[src/core/bps_pkg.sv]
`default_nettype none

package bps_pkg;

    // ------------------------------------------------------------
    // clock and timing
    // ------------------------------------------------------------
    localparam int CLK_MHZ = 200;
    localparam int MAG_TIMEOUT_US = 50;
    localparam int MAG_TIMEOUT_CYC = MAG_TIMEOUT_US * CLK_MHZ;
    localparam int VREC_TIMEOUT_US = 4;
    localparam int VREC_TIMEOUT_CYC = VREC_TIMEOUT_US * CLK_MHZ;
    localparam int CNT_W = 16;

    // ------------------------------------------------------------
    // register map
    // ------------------------------------------------------------
    localparam logic [7:0] ADDR_CTRL = 8'h00;
    localparam logic [7:0] ADDR_STATUS = 8'h04;
    localparam logic [7:0] ADDR_ONTIME = 8'h08;
    localparam logic [7:0] ADDR_MINOFF = 8'h0C;
    localparam logic [7:0] ADDR_MINPER = 8'h10;
    localparam logic [7:0] ADDR_BLANK = 8'h14;
    localparam logic [1:0] RESP_OKAY = 2'h0;
    localparam logic [1:0] RESP_SLVERR = 2'h2;

    // ctrl field positions
    localparam int CTRL_ENABLE_BIT = 0;
    localparam int CTRL_SS_DONE_BIT = 1;

    // register reset values
    localparam logic [CNT_W-1:0] ONTIME_MAX_RST = 16'h00C8;
    localparam logic [CNT_W-1:0] MINOFF_RST = 16'h0064;
    localparam logic [CNT_W-1:0] MINPER_RST = 16'h0190;
    localparam logic [CNT_W-1:0] BLANK_RST = 16'h003C;

    // ------------------------------------------------------------
    // comparator bundle
    // ------------------------------------------------------------
    typedef struct packed {
        logic aux_below_demag;
        logic aux_top;
        logic cs_above_ocr;
        logic cs_above_ss_max;
        logic cs_above_soft_stop;
        logic mains_below_uvp;
        logic mains_above_start;
        logic boost_above_ovp;
        logic boost_above_scp;
        logic comp_at_zero;
        logic out_below_burst;
    } bps_cmp_t;

    typedef enum logic [3:0] {
        ST_IDLE = 4'b0001,
        ST_ON = 4'b0010,
        ST_DEMAG = 4'b0100,
        ST_VALLEY = 4'b1000
    } bps_state_t;

endpackage : bps_pkg

`default_nettype wire

[src/core/bps_sequencer.sv]
// How it works
// RULE1 - gate stays off while aux winding is below demag threshold
// RULE2 - once aux rises above threshold, hunt valleys with gate still off
// RULE3 - no magnetization within 50 us after gate falls forces turn-on
// RULE4 - aux winding top during valley hunt turns gate on
// RULE5 - no top within 4 us after demag forces turn-on
// RULE6 - period never below the cap; waits on later valley instead
// RULE7 - gate stays off at least the minimum off-time every cycle
// RULE8 - soft-start source on at start-up, off when start-up done
// RULE9 - soft-start source turned back on for soft stop before halting
// RULE10 - charge current limited once current sense exceeds max soft-start voltage
// RULE11 - soft-stop level sampled only during off-time
// RULE12 - sampled level above soft-stop threshold stops switching
// RULE13 - on-time ends when current sense reaches overcurrent level
// RULE14 - overcurrent comparator ignored during blanking after turn-on
// RULE15 - mains undervoltage stops switching at once
// RULE16 - restart after undervoltage only above the start threshold
// RULE17 - boost overvoltage inhibits switching, resumes when it clears
// RULE18 - no switching until boost sense exceeds short-circuit level
// RULE19 - on-time from compensation; zero at zero on-time level
// RULE20 - output below burst level suspends; resume uses soft start (code turns the soft-start source on but keeps switching)
// RULE21 - comparators synchronized; all times counted in clock cycles
// RULE22 - turn-on only when every protection gate allows it
`default_nettype none

module bps_sequencer
    import bps_pkg::*;
#(
    parameter int MAG_TO_CYC = MAG_TIMEOUT_CYC,
    parameter int VREC_TO_CYC = VREC_TIMEOUT_CYC
) (
    // clock and reset
    input wire logic clk,
    input wire logic rst,
    // comparator results
    input wire bps_cmp_t cmp_in,
    input wire logic [CNT_W-1:0] loop_compensation,
    // gate and soft-start source
    output logic boost_gate_out,
    output logic soft_start_src_on,
    output logic soft_start_limit,
    // axi4-lite slave
    input wire logic [7:0] s_awaddr,
    input wire logic s_awvalid,
    output logic s_awready,
    input wire logic [31:0] s_wdata,
    input wire logic [3:0] s_wstrb,
    input wire logic s_wvalid,
    output logic s_wready,
    output logic [1:0] s_bresp,
    output logic s_bvalid,
    input wire logic s_bready,
    input wire logic [7:0] s_araddr,
    input wire logic s_arvalid,
    output logic s_arready,
    output logic [31:0] s_rdata,
    output logic [1:0] s_rresp,
    output logic s_rvalid,
    input wire logic s_rready
);

    // ------------------------------------------------------------
    // input synchronizers
    // ------------------------------------------------------------
    bps_cmp_t sync1_reg;
    bps_cmp_t cmp;
    always_ff @(posedge clk or posedge rst) begin
        if (rst) begin
            sync1_reg <= '0;
            cmp <= '0;
        end else begin
            sync1_reg <= cmp_in; // RULE21
            cmp <= sync1_reg; // RULE21
        end
    end

    // ------------------------------------------------------------
    // registers
    // ------------------------------------------------------------
    logic [1:0] ctrl_reg;
    logic [CNT_W-1:0] ontime_max_reg;
    logic [CNT_W-1:0] minoff_reg;
    logic [CNT_W-1:0] minper_reg;
    logic [CNT_W-1:0] blank_reg;

    // ------------------------------------------------------------
    // protection gates
    // ------------------------------------------------------------
    logic uvp_reg;
    logic scp_ok_reg;
    logic burst_reg;
    logic stopped_reg;
    logic ss_active_reg;
    always_ff @(posedge clk or posedge rst) begin
        if (rst) begin
            uvp_reg <= 1'b1;
            scp_ok_reg <= 1'b0;
            burst_reg <= 1'b0;
        end else begin
            if (cmp.mains_below_uvp)
                uvp_reg <= 1'b1; // RULE15
            else if (cmp.mains_above_start)
                uvp_reg <= 1'b0; // RULE16
            scp_ok_reg <= cmp.boost_above_scp; // RULE18
            burst_reg <= cmp.out_below_burst; // RULE20
        end
    end

    wire enable = ctrl_reg[CTRL_ENABLE_BIT];
    // the soft-stop latch blocks new starts until the stop level drops while enabled and not in burst
    wire gates_ok = enable && !uvp_reg && !cmp.mains_below_uvp && !cmp.boost_above_ovp
        && scp_ok_reg && !stopped_reg; // RULE17 RULE22
    wire halt_req = burst_reg || !enable;

    // ------------------------------------------------------------
    // switch state machine
    // ------------------------------------------------------------
    bps_state_t state_reg, state_next;
    logic [CNT_W-1:0] on_cnt_reg;
    logic [CNT_W-1:0] off_cnt_reg;
    logic [CNT_W-1:0] per_cnt_reg;
    logic [CNT_W-1:0] to_cnt_reg;
    logic mag_seen_reg;

    wire [CNT_W-1:0] on_target = (loop_compensation >= ontime_max_reg) ? 16'h0000 :
        CNT_W'(ontime_max_reg - loop_compensation); // RULE19
    wire off_ok = (off_cnt_reg >= minoff_reg) && (per_cnt_reg >= minper_reg); // RULE6 RULE7
    wire blanked = on_cnt_reg < blank_reg;
    wire ocr_hit = cmp.cs_above_ocr && !blanked; // RULE13 RULE14
    wire on_done = ocr_hit || (on_cnt_reg >= on_target) || cmp.comp_at_zero; // RULE19
    wire mag_to = to_cnt_reg >= CNT_W'(MAG_TO_CYC);
    wire vrec_to = to_cnt_reg >= CNT_W'(VREC_TO_CYC);
    // an early top is dropped: valley hunting continues until the period cap clears
    wire want_on = (state_reg == ST_VALLEY && (cmp.aux_top || vrec_to)) ||
        (state_reg == ST_DEMAG && mag_to && !mag_seen_reg &&
        !cmp.aux_below_demag); // RULE3 RULE4 RULE5
    wire turn_on = want_on && off_ok && gates_ok && !cmp.comp_at_zero; // RULE22

    always_comb begin
        state_next = state_reg;
        case (state_reg)
            ST_IDLE: begin
                if (gates_ok && off_ok && !cmp.comp_at_zero && !cmp.aux_below_demag) // RULE1
                    state_next = ST_ON;
            end
            ST_ON: begin
                if (on_done || !gates_ok)
                    state_next = ST_DEMAG;
            end
            ST_DEMAG: begin
                if (!gates_ok)
                    state_next = ST_IDLE;
                else if (turn_on)
                    state_next = ST_ON;
                else if (!cmp.aux_below_demag && mag_seen_reg)
                    state_next = ST_VALLEY; // RULE1 RULE2
            end
            ST_VALLEY: begin
                if (!gates_ok)
                    state_next = ST_IDLE;
                else if (turn_on)
                    state_next = ST_ON;
                else if (cmp.aux_below_demag)
                    state_next = ST_DEMAG; // RULE1
            end
            default: state_next = ST_IDLE;
        endcase
    end

    // demag waits for magnetization first; timeout counter restarts on entry to demag from on-time and on entry to valley
    wire entering = state_next != state_reg;
    always_ff @(posedge clk or posedge rst) begin
        if (rst) begin
            state_reg <= ST_IDLE;
            on_cnt_reg <= '0;
            off_cnt_reg <= '0;
            per_cnt_reg <= '0;
            to_cnt_reg <= '0;
            mag_seen_reg <= 1'b0;
        end else begin
            state_reg <= state_next;
            on_cnt_reg <= (state_next == ST_ON && state_reg == ST_ON) ?
                CNT_W'(on_cnt_reg + 16'h0001) : '0;
            off_cnt_reg <= (state_next == ST_ON) ? '0 :
                (off_cnt_reg == 16'hFFFF ? off_cnt_reg : CNT_W'(off_cnt_reg + 16'h0001));
            per_cnt_reg <= (state_next == ST_ON && state_reg != ST_ON) ? '0 :
                (per_cnt_reg == 16'hFFFF ? per_cnt_reg : CNT_W'(per_cnt_reg + 16'h0001));
            if (state_reg == ST_ON && state_next == ST_DEMAG)
                mag_seen_reg <= 1'b0;
            else if (cmp.aux_below_demag)
                mag_seen_reg <= 1'b1;
            if (entering && state_next == ST_DEMAG && state_reg == ST_ON)
                to_cnt_reg <= 16'h0001; // RULE3
            else if (entering && state_next == ST_VALLEY)
                to_cnt_reg <= '0; // RULE5
            else if (state_reg == ST_DEMAG && cmp.aux_below_demag && !mag_seen_reg)
                to_cnt_reg <= 16'h0001;
            else if (to_cnt_reg != 16'hFFFF)
                to_cnt_reg <= CNT_W'(to_cnt_reg + 16'h0001);
        end
    end

    always_ff @(posedge clk or posedge rst) begin
        if (rst)
            boost_gate_out <= 1'b0;
        else
            boost_gate_out <= (state_next == ST_ON); // RULE1 RULE7
    end

    // ------------------------------------------------------------
    // soft start and soft stop
    // ------------------------------------------------------------
    always_ff @(posedge clk or posedge rst) begin
        if (rst) begin
            ss_active_reg <= 1'b1;
            stopped_reg <= 1'b0;
        end else begin
            if (ctrl_reg[CTRL_SS_DONE_BIT] && !halt_req && !stopped_reg)
                ss_active_reg <= 1'b0; // RULE8
            else if (halt_req)
                ss_active_reg <= 1'b1; // RULE9
            // sampled only while gate is off, on-time spikes would trip it
            if (!boost_gate_out && cmp.cs_above_soft_stop)
                stopped_reg <= 1'b1; // RULE11 RULE12
            else if (!halt_req && stopped_reg)
                stopped_reg <= 1'b0; // RULE20
        end
    end
    assign soft_start_src_on = ss_active_reg; // RULE8 RULE9
    // limit judged in off-time only, like the stop level
    logic ss_limit_reg;
    always_ff @(posedge clk or posedge rst) begin
        if (rst)
            ss_limit_reg <= 1'b0;
        else if (!boost_gate_out)
            ss_limit_reg <= cmp.cs_above_ss_max; // RULE10 RULE11
    end
    assign soft_start_limit = ss_limit_reg && ss_active_reg; // RULE10

    // ------------------------------------------------------------
    // axi4-lite slave
    // ------------------------------------------------------------
    logic aw_got_reg, w_got_reg;
    logic [7:0] aw_addr_reg;
    logic [31:0] w_data_reg;
    logic [3:0] w_strb_reg;
    assign s_awready = !aw_got_reg && !s_bvalid;
    assign s_wready = !w_got_reg && !s_bvalid;
    assign s_arready = !s_rvalid;
    wire do_write = aw_got_reg && w_got_reg && !s_bvalid;
    wire wr_ctrl = aw_addr_reg == ADDR_CTRL;
    wire wr_ontime = aw_addr_reg == ADDR_ONTIME;
    wire wr_minoff = aw_addr_reg == ADDR_MINOFF;
    wire wr_minper = aw_addr_reg == ADDR_MINPER;
    wire wr_blank = aw_addr_reg == ADDR_BLANK;
    wire wr_hit = wr_ctrl || wr_ontime || wr_minoff || wr_minper || wr_blank;
    wire [15:0] wr_lo = {w_strb_reg[1] ? w_data_reg[15:8] : 8'h00,
        w_strb_reg[0] ? w_data_reg[7:0] : 8'h00};
    wire [31:0] status_word = {20'h00000, state_reg, 1'b0, stopped_reg,
        ss_active_reg, cmp.boost_above_ovp, scp_ok_reg, uvp_reg, burst_reg, boost_gate_out};
    wire [31:0] rd_word = (s_araddr == ADDR_CTRL) ? {30'h00000000, ctrl_reg} :
        (s_araddr == ADDR_STATUS) ? status_word :
        (s_araddr == ADDR_ONTIME) ? {16'h0000, ontime_max_reg} :
        (s_araddr == ADDR_MINOFF) ? {16'h0000, minoff_reg} :
        (s_araddr == ADDR_MINPER) ? {16'h0000, minper_reg} :
        (s_araddr == ADDR_BLANK) ? {16'h0000, blank_reg} : 32'h00000000;
    wire rd_hit = s_araddr == ADDR_CTRL || s_araddr == ADDR_STATUS ||
        s_araddr == ADDR_ONTIME || s_araddr == ADDR_MINOFF ||
        s_araddr == ADDR_MINPER || s_araddr == ADDR_BLANK;

    always_ff @(posedge clk or posedge rst) begin
        if (rst) begin
            aw_got_reg <= 1'b0;
            w_got_reg <= 1'b0;
            aw_addr_reg <= '0;
            w_data_reg <= '0;
            w_strb_reg <= '0;
            s_bvalid <= 1'b0;
            s_bresp <= RESP_OKAY;
            s_rvalid <= 1'b0;
            s_rdata <= '0;
            s_rresp <= RESP_OKAY;
            ctrl_reg <= '0;
            ontime_max_reg <= ONTIME_MAX_RST;
            minoff_reg <= MINOFF_RST;
            minper_reg <= MINPER_RST;
            blank_reg <= BLANK_RST;
        end else begin
            if (s_awvalid && s_awready) begin
                aw_got_reg <= 1'b1;
                aw_addr_reg <= s_awaddr;
            end
            if (s_wvalid && s_wready) begin
                w_got_reg <= 1'b1;
                w_data_reg <= s_wdata;
                w_strb_reg <= s_wstrb;
            end
            if (do_write) begin
                aw_got_reg <= 1'b0;
                w_got_reg <= 1'b0;
                s_bvalid <= 1'b1;
                s_bresp <= wr_hit ? RESP_OKAY : RESP_SLVERR;
                if (wr_ctrl && w_strb_reg[0])
                    ctrl_reg <= w_data_reg[1:0];
                if (wr_ontime)
                    ontime_max_reg <= wr_lo;
                if (wr_minoff)
                    minoff_reg <= wr_lo;
                if (wr_minper)
                    minper_reg <= wr_lo;
                if (wr_blank)
                    blank_reg <= wr_lo;
            end else if (s_bvalid && s_bready) begin
                s_bvalid <= 1'b0;
            end
            if (s_arvalid && s_arready) begin
                s_rvalid <= 1'b1;
                s_rdata <= rd_word;
                s_rresp <= rd_hit ? RESP_OKAY : RESP_SLVERR;
            end else if (s_rvalid && s_rready) begin
                s_rvalid <= 1'b0;
            end
        end
    end

endmodule : bps_sequencer

`default_nettype wire

[config.mk]
export PLATFORM = sky130hd
export DESIGN_NAME = bps_sequencer
export DESIGN_NICKNAME = d
export VERILOG_FILES = /design/src/core/bps_pkg.sv /design/src/core/bps_sequencer.sv
export SDC_FILE = /design/constraint.sdc
export NUM_CORES = 1
export LEC_CHECK = 0
export BUFFER_PORTS_ARGS = -buffer_cell sky130_fd_sc_hd__buf_2
export CAP_MARGIN = 20
export CORE_MARGIN = 2
export CORE_UTILIZATION = 31
export CTS_CLUSTER_DIAMETER = 100
export DETAILED_ROUTE_END_ITERATION = 8
export GPL_ROUTABILITY_DRIVEN = 1
export HOLD_SLACK_MARGIN = 0.12
export SYNTH_ARGS = -nofsm -noshare
export SYNTH_HDL_FRONTEND = slang
export SYNTH_SLANG_ARGS = --single-unit
[constraint.sdc]
create_clock -name clk -period 15 [get_ports clk]
set_input_delay 3 -clock clk [delete_from_list [all_inputs] [get_ports clk]]
set_output_delay 3 -clock clk [all_outputs]
set_load 0.02 [all_outputs]
==> impl_results.md <==
- Status: complete, no violations
- Critical Path AT: 8.02 ns
- Synth async-reset ratio: 1.00
- Setup TNS: 0 ns
- PwrDens: ~130 nW/um^2
- Crit path time final: approximately 7.6 ns
- Synthesized area: 11800 um^2
- DRT iter0 DRCs: 696
- IO Port Bufs: 93
- DRT antenna net count: 0
- FF-to-FF setup slack: around 9.4 ns
- Sequential power share: 0.425
- Clock Root Buffer: clkbuf_16
- Met1 Wirelength: 15100 um
- Most numerous cell in the Yosys netlist: dfrtp_1
- CTS resizes: 0
- Ranking of synthesized cells by area: dfrtp_1 42%, ha_1 8.9%, nand2_1 5.8%
- Fin crit share: 0.509
- Final worst slack: approximately 7.4 ns
- Synth top cells by count: 196 x dfrtp_1, 182 x nand2_1, 123 x o21ai_0
- Die span in y: ~200 um
- Skew-Pair Late Insertion Delay: roughly 0.54 ns
- Leak Pwr: about 6.0 nW
- Most frequent CP cell: a21oi_1
- Cell Chain, Critical Path: buf_2 > ha_1 > inv_1 > fa_1 > a21oi_1 > o211ai_1 > nand3_1 > a31oi_1 > nand2b_1 > a21oi_1 > buf_4 > nand3_1 > ha_1 > or3_1 > a221oi_1 > o31ai_1 > a21oi_1 > nand2_1 > nand2b_1 > nor3_1
- P&R area growth vs syn: 15.3%
- # fillers: ~3.8k
- CP required: about 15 ns
- Slew Limit Fails: 0
- Sw Share: 0.323
- Total Routed Length: about 31000 um
- Slowest stage delay, CP: between 0.6 and 0.7 ns
- Clock Power Share: 0.356
- Avg Vias per Cell: between 4 and 5
- Top FF cell, synth: dfrtp_1
- Htree depth: 1
- Synth Instances: 1257
- Relative slew slack: 0.350
- Max IR drop VDD: 103 uV
- Post-synthesis area per instance: between 9 and 10 um^2
- Top-area cell type share of the netlist area: 0.416
- Area leader, netlist: dfrtp_1
- Uppermost layer routed: met5
- Worst Hold Class: reg -> reg
- Final setup viols: 0
- Total Nets Final: between 1.5k and 2k
- Tightest Pin Transition: 0.975 ns
- Grt ovf: 0
- Global-route wire length before repair: just under 50000 um
- Crit path max fanout: 17
- WL per Instance: 16.5 um
- Drt first pass iters: 6
- Yosys warning count: 0
- Yosys reg bits: around 210
- Floorplan row count: 71
- DRC Markers: 0
- Hold Buf Count CTS: 0
- Gate power share: 0.219
- Pint: roughly 1.2 mW
- Met3 WL: between 2000 and 2500 um
- Fin util: 0.362
- Tot GR Track Use: 0.158
- F_max: around 130 MHz
- Maxcap violations: 0
- HPWL Detailed: approximately 23000 um
- CTS tree: done
- Clk sinks: ~210
- Die Area: roughly 40000 um^2
- RSZ-0062 raised after global routing: no
- Clock Path Buffers: 3
- Number of setup buffers added after CTS: 0
- CTS Buf Count: 25
- Largest net degree at the start of global routing: 140
- CP max-delay cell: nand2b_1
- Synth unique cells: between 60 and 70
- Vias in the first global route: 8800
- Final hold violations: 0
- Initial Utilization: 0.314
- Diode count: 0
- DR vias: about 9.3k
- Pre-CTS setup slack: approximately 6.6 ns
- Worst clock skew: around 0.020 ns
- Sequential cell area fraction in the yosys report: 0.452
- Critical path class: in -> reg
- DR WL met2: between 10000 and 15000 um
- Sw power: approximately 0.57 mW
- Post-synth EDFFs: 0
- IO Pins: 130
- Placer congestion estimate: 0.836
- Ratio of cells with drive above 1 in the final layout: 0.155
- Initial antenna violation count: 2
- Overall die width: about 200 um
- Reg clk slew, reported paths: approximately 0.060 ns
- Core box area: approximately 38000 um^2
- Crit. End Element: flip-flop
- CP Launch Type: input port
## final cells by class
| class | instances | area, um^2 | area share |
|---|---|---|---|
| Multi-Input combinational cell | 920 | 5910 | 0.435 |
| Sequential cell | 212 | 5330 | 0.392 |
| Clock buffer | 33 | 686 | 0.0504 |
| Tap cell | 511 | 639 | 0.0470 |
| Timing Repair Buffer | 101 | 559 | 0.0411 |
| Inverter | 80 | 308 | 0.0226 |
| Clock inverter | 13 | 168 | 0.0123 |
## path summary, 6_finish.rpt
| check | startpoint | endpoint | cells after the start |
|---|---|---|---|
| setup / recovery | loop_compensation[0] | off_cnt_reg[14] | 20 |
| hold / removal | sync1_reg[9] | cmp[9] | 0 |
| setup reg to reg | ontime_max_reg[0] | off_cnt_reg[14] | 20 |
| hold reg to reg | sync1_reg[9] | cmp[9] | 0 |
| max in group asynchronous | rst | minper_reg[12] | 3 |
| min in group asynchronous | rst | sync1_reg[6] | 2 |
## layer usage
layer  vias up  global-route usage
met5         -                   0
met3        39              0.0366
met2       263               0.237
met4         2              0.0312
li1       4502                   -
met1      4449               0.232
## power groups by stage
stage                     sequential (mW)  combinational, mW  clock (mW)
after floorplan                     0.733              0.278           0
after global placement              0.756              0.375           0
after detailed placement            0.760              0.386           0
after CTS                           0.750              0.388       0.643
after global routing                0.764              0.436       0.668
final                               0.750              0.386       0.628
## layout by cell type (no fill, tap or decap), types with 9 or more instances in the layout
cell	instances
dfrtp_1	196
nand2_1	182
o21ai_0	123
nor2_1	104
buf_2	93
ha_1	84
inv_1	79
nand3_1	47
a21oi_1	43
mux2_2	30
xor2_1	30
nor3_1	26
xnor2_1	25
clkbuf_16	25
conb_1	18
mux2i_1	17
dfstp_2	16
and3_1	15
nand4_1	15
a21o_1	13
a221oi_1	12
nand2b_1	11
nor2_4	10
o31ai_1	9
a22oi_1	9
## through the flow
stage                     total power [mW]  instances  hold WS, ns  area, um^2
final                                 1.76       1870        0.348       13600
after detailed placement              1.15       1818        0.335       12700
after CTS                             1.78       1864        0.348       13500
after global placement                1.13       1817        0.334       12700
after floorplan                       1.01       1274        0.331       11900
after global routing                  1.87       1870        0.352       13600
## critical path, delay by kind of cell
kind	cells	cell delay, ns
and+or+nand+nor	7	2.01
buffers and inverters	3	0.45
adders and majority gates	3	0.64
AOI/OAI and AO/OA	7	1.91
## logic make-up (layout without fill, tap and decap cells)
group           Yosys count  after routing  share of synthesized area
buf+inv                 142            227                     0.0527
xor+xnor                 55             55                     0.0409
simple gates            457            457                      0.184
other cells               1             18                   0.000318
mux                      47             47                     0.0431
flops                   212            212                      0.452
fa+ha+maj                85             85                     0.0908
compound gates          258            258                      0.136
(Power assumes the default switching activity.)
